## config.mk

```make
export PLATFORM = sky130hd
export DESIGN_NAME = rtcpit_core
export DESIGN_NICKNAME = d
export VERILOG_FILES = /design/src/include/rtcpit_pkg.sv /design/src/rtl/rtcpit_core.sv
export SDC_FILE = /design/constraint.sdc
export NUM_CORES = 1
export LEC_CHECK = 0
export BUFFER_PORTS_ARGS = -buffer_cell sky130_fd_sc_hd__clkbuf_2
export CAP_MARGIN = 20
export CORE_ASPECT_RATIO = 1.5
export CORE_MARGIN = 2
export CORE_UTILIZATION = 45
export CTS_CLUSTER_DIAMETER = 80
export DETAILED_ROUTE_END_ITERATION = 7
export GPL_ROUTABILITY_DRIVEN = 0
export PLACE_DENSITY = 0.71
export SYNTH_ARGS = -nofsm -noshare
export SYNTH_HDL_FRONTEND = slang
export SYNTH_SLANG_ARGS = --single-unit
```

## constraint.sdc

```tcl
create_clock -name clk -period 5.2 [get_ports clk]
set_input_delay 1.04 -clock clk [delete_from_list [all_inputs] [get_ports clk]]
set_output_delay 1.04 -clock clk [all_outputs]
set_load 0.01 [all_outputs]
```

## src/include/rtcpit_pkg.sv

```systemverilog
// Constants, register map and carrier types of the counter/periodic timer block.
// Assumes an APB master on the bus clock and a slow counter clock arriving on a pin.
//
// What this block does
// - Counter and periodic timer advance only on counter clock edges; writes arrive late.
// - Sync status bits 3..0 show compare, period, count, control writes in flight.
// - Periodic status bit 0 shows a periodic control write still in flight.
// - A prescaler write reaches the counter two counter clock edges later.
// - Control bits 6:3 divide the counter clock by two to that power; value 15 gives one tick per 32768 edges.
// - Control bit 7 set keeps the counter running in standby sleep.
// - Control bit 0 enables the counter.
// - Interrupt enable bit 1 gates the compare match request.
// - Interrupt enable bit 0 gates the overflow request.
// - Compare flag sets when the count equals the compare value.
// - Overflow flag sets when the count passes the period and wraps to zero.
// - Writing one clears a flag; writing zero leaves it.
// - Counter debug-run set keeps the counter running during a debug halt.
// - Counter debug-run clear stops the counter and drops events during a halt.
// - Periodic debug-run set keeps the periodic timer running during a halt.
// - Periodic debug-run clear forces the periodic output low during a halt.
// - A halt that cut a high output yields one extra rising edge and flag.
// - Periodic field n gives 2^(n+1) cycle periods; 0 is off, 0xF reserved.
// - Request stays high while flag and enable are both set.
// - The periodic output toggles each half period; rising edges set its flag.

package rtcpit_pkg;

    // ------------------------------------------------------------------
    // Register indices (byte address is four times the index)
    // ------------------------------------------------------------------
    localparam logic [5:0] IDX_CTRL = 6'h00;
    localparam logic [5:0] IDX_SYNC_STATUS = 6'h01;
    localparam logic [5:0] IDX_IRQ_EN = 6'h02;
    localparam logic [5:0] IDX_IRQ_FLAGS = 6'h03;
    localparam logic [5:0] IDX_WIDE_BUF = 6'h04;
    localparam logic [5:0] IDX_DEBUG = 6'h05;
    localparam logic [5:0] IDX_CLK_SEL = 6'h07;
    localparam logic [5:0] IDX_COUNT = 6'h08;
    localparam logic [5:0] IDX_PERIOD = 6'h0A;
    localparam logic [5:0] IDX_COMPARE = 6'h0C;
    localparam logic [5:0] IDX_PIT_CTRL = 6'h10;
    localparam logic [5:0] IDX_PIT_STATUS = 6'h11;
    localparam logic [5:0] IDX_PIT_IRQ_EN = 6'h12;
    localparam logic [5:0] IDX_PIT_IRQ_FLAG = 6'h13;
    localparam logic [5:0] IDX_PIT_DEBUG = 6'h15;

    // ------------------------------------------------------------------
    // Field positions
    // ------------------------------------------------------------------
    localparam int CTRL_EN_BIT = 0;
    localparam int CTRL_PSC_LSB = 3;
    localparam int CTRL_STDBY_BIT = 7;
    localparam int PIT_EN_BIT = 0;
    localparam int PIT_PER_LSB = 3;
    localparam int FLAG_OVF_BIT = 0;
    localparam int FLAG_CMP_BIT = 1;

    // Busy group order; bits 3..0 land directly in the sync status register
    localparam int GRP_CTRL = 0;
    localparam int GRP_CNT = 1;
    localparam int GRP_PER = 2;
    localparam int GRP_CMP = 3;
    localparam int GRP_PIT = 4;
    localparam int NUM_GRP = 5;

    // ------------------------------------------------------------------
    // Reset values and timing
    // ------------------------------------------------------------------
    localparam logic [15:0] PER_RST = 16'hFFFF;
    localparam logic [1:0] SYNC_TICKS = 2'h2;
    localparam logic [3:0] PIT_FIELD_RESERVED = 4'hF;

    // ------------------------------------------------------------------
    // Carriers
    // ------------------------------------------------------------------
    typedef struct packed {
        logic psel;
        logic penable;
        logic pwrite;
        logic [7:0] paddr;
        logic [31:0] pwdata;
    } rtcpit_apb_req_t;

    typedef struct packed {
        logic pready;
        logic pslverr;
        logic [31:0] prdata;
    } rtcpit_apb_rsp_t;

endpackage : rtcpit_pkg

```

## src/rtl/rtcpit_core.sv

```systemverilog
// Counter, periodic timer, their sync busy tracking and the APB register slave.
// Assumes counter_clk_in is a free slow clock from a pin; debug_halt and
// standby_sleep come from logic on clk.
//
// Decided for this implementation: the APB slave port.
`timescale 1ns/100ps

module rtcpit_core (
    input wire logic clk,
    input wire logic reset,
    input wire rtcpit_pkg::rtcpit_apb_req_t apb_req,
    output rtcpit_pkg::rtcpit_apb_rsp_t apb_rsp,
    input wire logic counter_clk_in,
    input wire logic debug_halt,
    input wire logic standby_sleep,
    output logic counter_irq,
    output logic periodic_irq,
    output logic overflow_event,
    output logic compare_event,
    output logic periodic_wave
);
    import rtcpit_pkg::*;

    typedef struct packed {
        logic pin_a;
        logic pin_b;
        logic pin_prev;
        logic [7:0] ctrl_sh;
        logic [7:0] ctrl;
        logic [15:0] cnt_sh;
        logic [15:0] per_sh;
        logic [15:0] period_value;
        logic [15:0] cmp_sh;
        logic [15:0] cmp;
        logic [7:0] pit_sh;
        logic [7:0] periodic_tick_timer;
        logic [NUM_GRP-1:0][1:0] sync_cnt;
        logic [NUM_GRP-1:0] busy;
        logic [1:0] irq_en;
        logic [1:0] flags;
        logic [7:0] wide_buf;
        logic run_halt;
        logic [1:0] clk_sel;
        logic pit_irq_en;
        logic pit_flag;
        logic pit_run_halt;
        logic [14:0] psc;
        logic [15:0] cnt;
        logic pit_out;
        logic ovf_ev;
        logic cmp_ev;
        logic cnt_irq;
        logic pit_irq;
        logic [31:0] prdata;
        logic pready;
        logic pslverr;
    } rtcpit_state_t;

    rtcpit_state_t s_r;
    rtcpit_state_t s_nxt;

    logic cclk_edge;
    logic cnt_run;
    logic pit_run;
    logic cnt_tick;
    logic [15:0] psc_mask;
    logic [15:0] cnt_step;
    logic [3:0] psc_sel;
    logic [3:0] pit_sel;
    logic pit_level;
    logic acc;
    logic wr;
    logic [5:0] idx;
    logic [31:0] rd;
    logic rd_ok;

    always_comb begin
        s_nxt = s_r;
        // --------------------------------------------------------------
        // Counter clock pin: two flops, then edge detect on the second
        // --------------------------------------------------------------
        s_nxt.pin_a = counter_clk_in;
        s_nxt.pin_b = s_r.pin_a;
        s_nxt.pin_prev = s_r.pin_b;
        cclk_edge = s_r.pin_b & ~s_r.pin_prev;

        // --------------------------------------------------------------
        // Counting, only on counter clock edges
        // --------------------------------------------------------------
        cnt_run = s_r.ctrl[CTRL_EN_BIT]
            & ~(debug_halt & ~s_r.run_halt)
            & ~(standby_sleep & ~s_r.ctrl[CTRL_STDBY_BIT]);
        pit_run = s_r.periodic_tick_timer[PIT_EN_BIT] & ~(debug_halt & ~s_r.pit_run_halt);
        psc_sel = s_r.ctrl[CTRL_PSC_LSB +: 4];
        psc_mask = (16'h0001 << psc_sel) - 16'h0001;
        cnt_tick = cclk_edge & cnt_run & (({1'b0, s_r.psc} & psc_mask) == psc_mask);
        s_nxt.ovf_ev = 1'b0;
        s_nxt.cmp_ev = 1'b0;
        cnt_step = s_r.cnt;
        if (cclk_edge & (cnt_run | pit_run)) begin
            s_nxt.psc = s_r.psc + 15'h0001;
        end else if (~s_r.ctrl[CTRL_EN_BIT] & ~s_r.periodic_tick_timer[PIT_EN_BIT]) begin
            s_nxt.psc = '0;
        end
        if (cnt_tick) begin
            if (s_r.cnt == s_r.period_value) begin
                cnt_step = 16'h0000;
                s_nxt.ovf_ev = 1'b1;
                s_nxt.flags[FLAG_OVF_BIT] = 1'b1;
            end else begin
                cnt_step = s_r.cnt + 16'h0001;
            end
            s_nxt.cnt = cnt_step;
            if (cnt_step == s_r.cmp) begin
                s_nxt.cmp_ev = 1'b1;
                s_nxt.flags[FLAG_CMP_BIT] = 1'b1;
            end
        end

        // --------------------------------------------------------------
        // Periodic timer: output follows one prescaler bit
        // --------------------------------------------------------------
        pit_sel = s_r.periodic_tick_timer[PIT_PER_LSB +: 4];
        pit_level = 1'b0;
        if (pit_sel != 4'h0 && pit_sel != PIT_FIELD_RESERVED) begin
            pit_level = s_r.psc[pit_sel];
        end
        s_nxt.pit_out = pit_level & pit_run;
        // Forcing low in a halt makes the resume edge visible here
        if (s_nxt.pit_out & ~s_r.pit_out) begin
            s_nxt.pit_flag = 1'b1;
        end

        // --------------------------------------------------------------
        // Sync busy: shadow moves to the active copy on the second edge
        // --------------------------------------------------------------
        if (cclk_edge) begin
            for (int i = 0; i < NUM_GRP; i++) begin
                if (s_r.busy[i]) begin
                    if (s_r.sync_cnt[i] == 2'h1) begin
                        s_nxt.busy[i] = 1'b0;
                        s_nxt.sync_cnt[i] = 2'h0;
                        case (i)
                            GRP_CTRL: s_nxt.ctrl = s_r.ctrl_sh;
                            GRP_CNT: s_nxt.cnt = s_r.cnt_sh;
                            GRP_PER: s_nxt.period_value = s_r.per_sh;
                            GRP_CMP: s_nxt.cmp = s_r.cmp_sh;
                            default: s_nxt.periodic_tick_timer = s_r.pit_sh;
                        endcase
                    end else begin
                        s_nxt.sync_cnt[i] = s_r.sync_cnt[i] - 2'h1;
                    end
                end
            end
        end

        // --------------------------------------------------------------
        // APB slave: pready one cycle into the access phase
        // --------------------------------------------------------------
        idx = apb_req.paddr[7:2];
        acc = apb_req.psel & apb_req.penable;
        wr = acc & s_r.pready & apb_req.pwrite;
        rd = 32'h0000_0000;
        rd_ok = 1'b1;
        case (idx)
            IDX_CTRL: rd[7:0] = s_r.ctrl_sh;
            IDX_SYNC_STATUS: rd[3:0] = s_r.busy[3:0];
            IDX_IRQ_EN: rd[1:0] = s_r.irq_en;
            IDX_IRQ_FLAGS: rd[1:0] = s_r.flags;
            IDX_WIDE_BUF: rd[7:0] = s_r.wide_buf;
            IDX_DEBUG: rd[0] = s_r.run_halt;
            IDX_CLK_SEL: rd[1:0] = s_r.clk_sel;
            IDX_COUNT: rd[15:0] = s_r.cnt;
            IDX_PERIOD: rd[15:0] = s_r.per_sh;
            IDX_COMPARE: rd[15:0] = s_r.cmp_sh;
            IDX_PIT_CTRL: rd[7:0] = s_r.pit_sh;
            IDX_PIT_STATUS: rd[0] = s_r.busy[GRP_PIT];
            IDX_PIT_IRQ_EN: rd[0] = s_r.pit_irq_en;
            IDX_PIT_IRQ_FLAG: rd[0] = s_r.pit_flag;
            IDX_PIT_DEBUG: rd[0] = s_r.pit_run_halt;
            default: rd_ok = 1'b0;
        endcase
        s_nxt.pready = acc & ~s_r.pready;
        s_nxt.pslverr = acc & ~s_r.pready & ~rd_ok;
        s_nxt.prdata = (acc & ~s_r.pready & ~apb_req.pwrite) ? rd : 32'h0000_0000;

        if (wr) begin
            case (idx)
                IDX_CTRL: begin
                    s_nxt.ctrl_sh = apb_req.pwdata[7:0] & 8'hF9;
                    s_nxt.busy[GRP_CTRL] = 1'b1;
                    s_nxt.sync_cnt[GRP_CTRL] = SYNC_TICKS;
                end
                IDX_IRQ_EN: s_nxt.irq_en = apb_req.pwdata[1:0];
                IDX_IRQ_FLAGS: begin
                    // A flag raised in this same cycle survives the clear
                    s_nxt.flags = s_nxt.flags & ~(apb_req.pwdata[1:0] & ~(s_nxt.flags
                        & ~s_r.flags));
                end
                IDX_WIDE_BUF: s_nxt.wide_buf = apb_req.pwdata[7:0];
                IDX_DEBUG: s_nxt.run_halt = apb_req.pwdata[0];
                IDX_CLK_SEL: s_nxt.clk_sel = apb_req.pwdata[1:0];
                IDX_COUNT: begin
                    s_nxt.cnt_sh = apb_req.pwdata[15:0];
                    s_nxt.busy[GRP_CNT] = 1'b1;
                    s_nxt.sync_cnt[GRP_CNT] = SYNC_TICKS;
                end
                IDX_PERIOD: begin
                    s_nxt.per_sh = apb_req.pwdata[15:0];
                    s_nxt.busy[GRP_PER] = 1'b1;
                    s_nxt.sync_cnt[GRP_PER] = SYNC_TICKS;
                end
                IDX_COMPARE: begin
                    s_nxt.cmp_sh = apb_req.pwdata[15:0];
                    s_nxt.busy[GRP_CMP] = 1'b1;
                    s_nxt.sync_cnt[GRP_CMP] = SYNC_TICKS;
                end
                IDX_PIT_CTRL: begin
                    s_nxt.pit_sh = apb_req.pwdata[7:0] & 8'h79;
                    s_nxt.busy[GRP_PIT] = 1'b1;
                    s_nxt.sync_cnt[GRP_PIT] = SYNC_TICKS;
                end
                IDX_PIT_IRQ_EN: s_nxt.pit_irq_en = apb_req.pwdata[0];
                IDX_PIT_IRQ_FLAG: begin
                    if (apb_req.pwdata[0] & ~(s_nxt.pit_flag & ~s_r.pit_flag)) begin
                        s_nxt.pit_flag = 1'b0;
                    end
                end
                IDX_PIT_DEBUG: s_nxt.pit_run_halt = apb_req.pwdata[0];
                default: ;
            endcase
        end

        // --------------------------------------------------------------
        // Requests follow flag and enable
        // --------------------------------------------------------------
        s_nxt.cnt_irq = |(s_nxt.flags & s_nxt.irq_en);
        s_nxt.pit_irq = s_nxt.pit_flag & s_nxt.pit_irq_en;
    end

    always_ff @(posedge clk) begin
        if (reset) begin
            s_r <= '0;
            s_r.period_value <= PER_RST;
            s_r.per_sh <= PER_RST;
        end else begin
            s_r <= s_nxt;
        end
    end

    assign apb_rsp.pready = s_r.pready;
    assign apb_rsp.pslverr = s_r.pslverr;
    assign apb_rsp.prdata = s_r.prdata;
    assign counter_irq = s_r.cnt_irq;
    assign periodic_irq = s_r.pit_irq;
    assign overflow_event = s_r.ovf_ev;
    assign compare_event = s_r.cmp_ev;
    assign periodic_wave = s_r.pit_out;

endmodule : rtcpit_core

```

Word level (Yosys, flattened, before mapping)
Index checks and enable logic that the tools add are counted.
{"block": "classes", "reduce_logical": 21, "n_shift": 1, "mux": 65, "n_bitwise": 48, "eq_ne": 23, "add_sub_neg": 8, "magnitude_cmp": 1}
{"op": "16-bit 2-to-1 mux", "n": 6}
{"op": "16-bit equality test", "n": 3}
{"op": "15-bit 2-to-1 mux", "n": 3}
{"op": "2-bit 2-to-1 mux", "n": 18}
{"op": "33-bit 2-to-1 mux", "n": 1}
{"op": "6-bit by 5-bit equality test with 1-bit output (second input constant)", "n": 5}
{"op": "1-bit 2-to-1 mux", "n": 28}
{"op": "4-bit case mux with 6 select lines", "n": 1}
{"op": "8-bit case mux with 3 select lines", "n": 1}
{"op": "1-bit bitwise AND", "n": 22}
{"op": "6-bit by 3-bit equality test with 1-bit output (second input constant)", "n": 3}
{"op": "6-bit by 4-bit equality test with 1-bit output (second input constant)", "n": 3}
{"op": "2-bit AND reduction", "n": 9}
{"op": "1-bit NOT", "n": 17}
{"op": "16-bit by 1-bit adder with 16-bit output (second input constant)", "n": 1}
{"op": "15-bit by 16-bit bitwise AND with 16-bit output", "n": 1}
{"op": "1-bit by 4-bit << shifter with 16-bit output (first input constant)", "n": 1}
{"op": "16-bit by 1-bit subtractor with 16-bit output (second input constant)", "n": 1}
{"op": "15-bit by 1-bit adder with 15-bit output (second input constant)", "n": 1}
{"op": "1-bit case mux with 15 select lines", "n": 1}
{"op": "15-bit OR reduction", "n": 1}
{"op": "2-bit case mux with 7 select lines", "n": 1}
{"op": "6-bit by 2-bit equality test with 1-bit output (second input constant)", "n": 2}
{"op": "3-bit AND reduction", "n": 4}
{"op": "other kinds (18)", "n": 33}
{"block": "word_totals", "word_cells": 204, "ff_bits": 210, "out_inout_bits": 39}

Logic depth before layout (Yosys ltp)
{"block": "logic_depth", "word_depth": 20, "mapped_depth": 15}

Worst setup path after synthesis
OpenSTA, ideal clock, no wires.
{"block": "synth_path", "path_type": "reg2reg", "startpoint": "register s_r, in the netlist psc_sel[2]", "endpoint": "register s_r[51] in the netlist's numbering", "path_stages_with_launch": 15, "setup_slack_ns": 2.293, "setup_time_ns": 0.091, "t_required_ns": 5.109, "arrival_time_ns": 2.816, "path_buffers": 4, "cell_sequence": "dfxtp_1 buf_2 nor3_1 nand2_1 ha_1 buf_2 buf_2 a32oi_1 o22ai_1 nor4b_1 nand4_1 buf_2 nor2_2 nand3_1 a311oi_1"}
{"block": "synth_via", "elab_chain_len": 9}
{"item": "start: declaration", "line_no": "rtcpit_core.sv:59", "text": "rtcpit_state_t s_r;"}
{"item": "start signal: assignment", "line_no": "rtcpit_core.sv:247", "text": "s_r <= s_nxt;"}
{"item": "1-bit by 4-bit << shifter with 16-bit output (*)", "line_no": "rtcpit_core.sv:95", "text": "psc_mask = (16'h0001 << psc_sel) - 16'h0001;"}
{"item": "16-bit by 1-bit subtractor with 16-bit output (*)", "line_no": "rtcpit_core.sv:95"}
{"item": "15-bit by 16-bit bitwise AND with 16-bit output", "line_no": "rtcpit_core.sv:96", "text": "cnt_tick = cclk_edge & cnt_run & (({1'b0, s_r.psc} & psc_mask) == psc_mask);"}
{"item": "16-bit equality test (*)", "line_no": "rtcpit_core.sv:96"}
{"item": "1-bit bitwise AND (*)", "line_no": "rtcpit_core.sv:96"}
{"item": "16-bit 2-to-1 mux (*)", "line_no": "rtcpit_core.sv:105", "text": "if (cnt_tick) begin"}
{"item": "16-bit 2-to-1 mux", "line_no": "rtcpit_core.sv:140", "text": "if (s_r.sync_cnt[i] == 2'h1) begin"}
{"item": "16-bit 2-to-1 mux", "line_no": "rtcpit_core.sv:139", "text": "if (s_r.busy[i]) begin"}
{"item": "16-bit 2-to-1 mux (*)", "line_no": "rtcpit_core.sv:137", "text": "if (cclk_edge) begin"}
Mark *: on every way between the ends. The rest lies on a longest branch, timed or not.
A chain may end at the register's enable or synchronous reset.

Worst setup path after layout
{"block": "layout_path", "startpoint": "register s_r, in the netlist psc_sel[1]", "endpoint": "register s_r[50] in the netlist's numbering"}
The elaborated chain is that of the path after synthesis.

==> flow_metrics.env <==
export IMPL_ys_ff_latch=192
export IMPL_cp_required_ns=5.54
export IMPL_seq_power_share_pct=50.4
export IMPL_holdBufCountCts=0
export IMPL_yosysTopAreaCellShare_pct=39.8
export IMPL_postLayoutCellArea_um2=10400
export IMPL_intPower_mw=2.19
export IMPL_vias=8559
export IMPL_antenna_cells=0
export IMPL_power_switching_mw=0.727
export IMPL_layout_nets=1258
export IMPL_seq_area_frac_synth_pct=39.8
export IMPL_hold_viol=0
export IMPL_fmax_mhz=265
export IMPL_relSlewSlack_pct=30.9
export IMPL_ys_flop_type="dfxtp_1"
export IMPL_drive_above_1_share_pct=9.96
export IMPL_synth_area_leaders="dfxtp_1 (40%), nand2_1 (10%), a21oi_1 (5.9%), mux2i_1 (4.4%), nor2_1 (4.0%)"
export IMPL_yosysTopAreaCell="dfxtp_1"
export IMPL_reg2reg_depth=12
export IMPL_dp_hpwl_mm=18.0
export IMPL_cts_resized=0
export IMPL_avgSynthCellArea_um2=7.91
export IMPL_placed_area_um2=9780
export IMPL_syn_inst=1220
export IMPL_report_final_slew_viol_count=0
export IMPL_path_clk_slew_ns=0.07
export IMPL_synth_adder_area_share_pct=1.04
export IMPL_syn_area_um2=9650
export IMPL_synthMostInstantiatedCell="nand2_1"
export IMPL_timing_final_crit_share_pct=72.5
export IMPL_synth_xor_area_share_pct=4.19
export IMPL_clock_sinks=192
export IMPL_drcViolationCount=0
export IMPL_via_per_inst=5.77
export IMPL_synth_distinct_cells=70
export IMPL_io_pins=87
export IMPL_ant_nets=0
export IMPL_yosys_area_share_simple_pct=27.7
export IMPL_coreArea_um2=21100
export IMPL_hold_slack_ns=0.459
export IMPL_grt_pass1_wl_mm=40.3
export IMPL_die_h_um=183
export IMPL_die_w_um=124
export IMPL_final_util_pct=49.3
export IMPL_portBuffers=52
export IMPL_power_frac_clock_pct=46.3
export IMPL_synth_compound_area_share_pct=14.4
export IMPL_numCtsBuffers=17
export IMPL_synth_top_family_by_area="simple AND/OR/NAND/NOR gates"
export IMPL_grt_pass1_vias=7789
export IMPL_min_delay_path_class="reg2reg"
export IMPL_skew_ns=0.0137
export IMPL_ir_worst_vdd_uv=237
export IMPL_power_leakage_nw=3.86
export IMPL_switching_share_pct=24.9
export IMPL_yosys_top_cells_count="nand2_1 (268), dfxtp_1 (192), a21oi_1 (113)"
export IMPL_drt_first_pass_iters=6
export IMPL_finalSetupTns_ns=0
export IMPL_async_flop_share_pct=0
export IMPL_setup_violations=0
export IMPL_rows=65
export IMPL_cts_tree="yes"
export IMPL_wl_per_cell_um=17.5
export IMPL_syn_to_final_growth_pct=7.73
export IMPL_cp_max_fo=21
export IMPL_path_class="reg2reg"
export IMPL_grt_max_degree=93
export IMPL_arrival_ns=4.11
export IMPL_synth_edf_count=0
export IMPL_preCtsSetupSlack_ns=1.55
export IMPL_powerDensity_nw_per_um2=281
export IMPL_routed_wl_mm=25.9
export IMPL_clk_path_buf_depth=2
export IMPL_postCtsSetupBuffers=0
export IMPL_start_util_pct=45.8
export IMPL_max_cap_violations=0
export IMPL_dieArea_um2=22700
export IMPL_outcome="finished clean"
export IMPL_power_mw=2.92
export IMPL_worst_pin_slew_ns=1.04
export IMPL_antenna_found_initial=0
export IMPL_htreeDepth=4
export IMPL_drt_iter0_markers=922
export IMPL_placedCellCount=1451
export IMPL_setup_worst_path_end_class="flop"
export IMPL_yosys_mux_area_fraction_pct=5.64
export IMPL_timing_final_ws_setup_ns=1.43
export IMPL_insertion_delay_ns=0.44
export IMPL_rsz0062_at_grt="no"
export IMPL_period_needed_ns=3.77
export IMPL_whs_path_depth=2
export IMPL_cts_root_buf="clkbuf_16"
export IMPL_yosysWarnings=0
export IMPL_num_fill_cells=2028
export IMPL_final_instance_count_excl_fill=1483
export IMPL_combPwrFrac_pct=3.3
export IMPL_overflow=0
export IMPL_cp_start_kind="flop"
export IMPL_track_usage_pct=22.9
## worst max-delay path, cell delays in order (launching register included)
cell,delay (ns)
dfxtp_1,0.44
nor3_1,0.41
nand2_1,0.13
ha_1,0.41
xnor2_1,0.20
a32oi_1,0.23
o22ai_1,0.10
nor4b_1,0.46
nand4_1,0.15
buf_4,0.25
nor2_2,0.47
nand3b_1,0.14
a311oi_1,0.27
## power groups by stage
stage | sequential [mW] | clock, mW | combinational, mW
final | 1.47 | 1.35 | 0.0972
after global routing | 1.47 | 1.43 | 0.104
after CTS | 1.47 | 1.37 | 0.0960
after detailed placement | 1.51 | 0 | 0.0957
after global placement | 1.51 | 0 | 0.0959
after floorplan | 1.51 | 0 | 0.0657
## worst paths after layout
path         startpoint  slack [ns]  endpoint
max          psc_sel[1]        1.43   s_r[50]
min            s_r[188]        0.46  s_r[188]
max reg2reg  psc_sel[1]        1.43   s_r[50]
min reg2reg    s_r[188]        0.46  s_r[188]
## final cells by class
type                       count  area, µm²  share of cell area, %
clock buffer                  17        425                   4.09
multi-input combinational    909       5180                   49.8
timing repair buffer          64        353                   3.39
inverter                      18       67.6                  0.650
sequential                   192       3840                   37.0
tap                          268        335                   3.23
clock inverter                15        191                   1.84
## metal layers
metal	vias to the layer above	global-route usage, %	share of wire (%)
li1	4137	-	-
met1	4079	26.9	40
met2	287	40.4	52
met3	56	3.70	4.5
met4	0	10.1	3.6
met5	-	0	0
## state kept, by name, indices dropped and copies added, names as in the netlist
register        count
counter_irq         1
apb_rsp            18
periodic_wave       1
psc_sel             4
s_nxt               2
compare_event       1
pit_sel             4
overflow_event      1
periodic_irq        1
s_r               159
## kinds of logic after synthesis
logic type,Yosys count
AOI/OAI and AO/OA,228
xor gates and xnor gates,42
adders and majority gates,8
buffers and inverters,134
DFF,192
muxes,50
other,1
and+or+nand+nor,565
## layout by cell type, fill, tap and decap left out, types with 5 or more instances in the layout
| master | n |
|---|---|
| ha_1 | 8 |
| nor2_1 | 101 |
| nor4_1 | 5 |
| nor3_1 | 32 |
| conb_1 | 16 |
| xor2_1 | 9 |
| nand3b_1 | 40 |
| nand2_1 | 268 |
| nor3b_1 | 5 |
| a31oi_1 | 5 |
| inv_1 | 18 |
| clkbuf_2 | 51 |
| a221oi_1 | 9 |
| o21ai_0 | 34 |
| mux2i_1 | 42 |
| nand4_1 | 12 |
| a311oi_1 | 13 |
| nor2b_1 | 16 |
| dfxtp_1 | 192 |
| nand4b_1 | 5 |
| mux2_2 | 5 |
| and3_1 | 9 |
| a21oi_1 | 113 |
| buf_4 | 13 |
| nand3_1 | 34 |
| o22ai_1 | 5 |
| nand2b_1 | 5 |
| or3_1 | 9 |
| a22oi_1 | 10 |
| clkbuf_16 | 17 |
| a211oi_1 | 9 |
| xnor2_1 | 29 |
No activity file was read; power rests on OpenSTA's default activity.
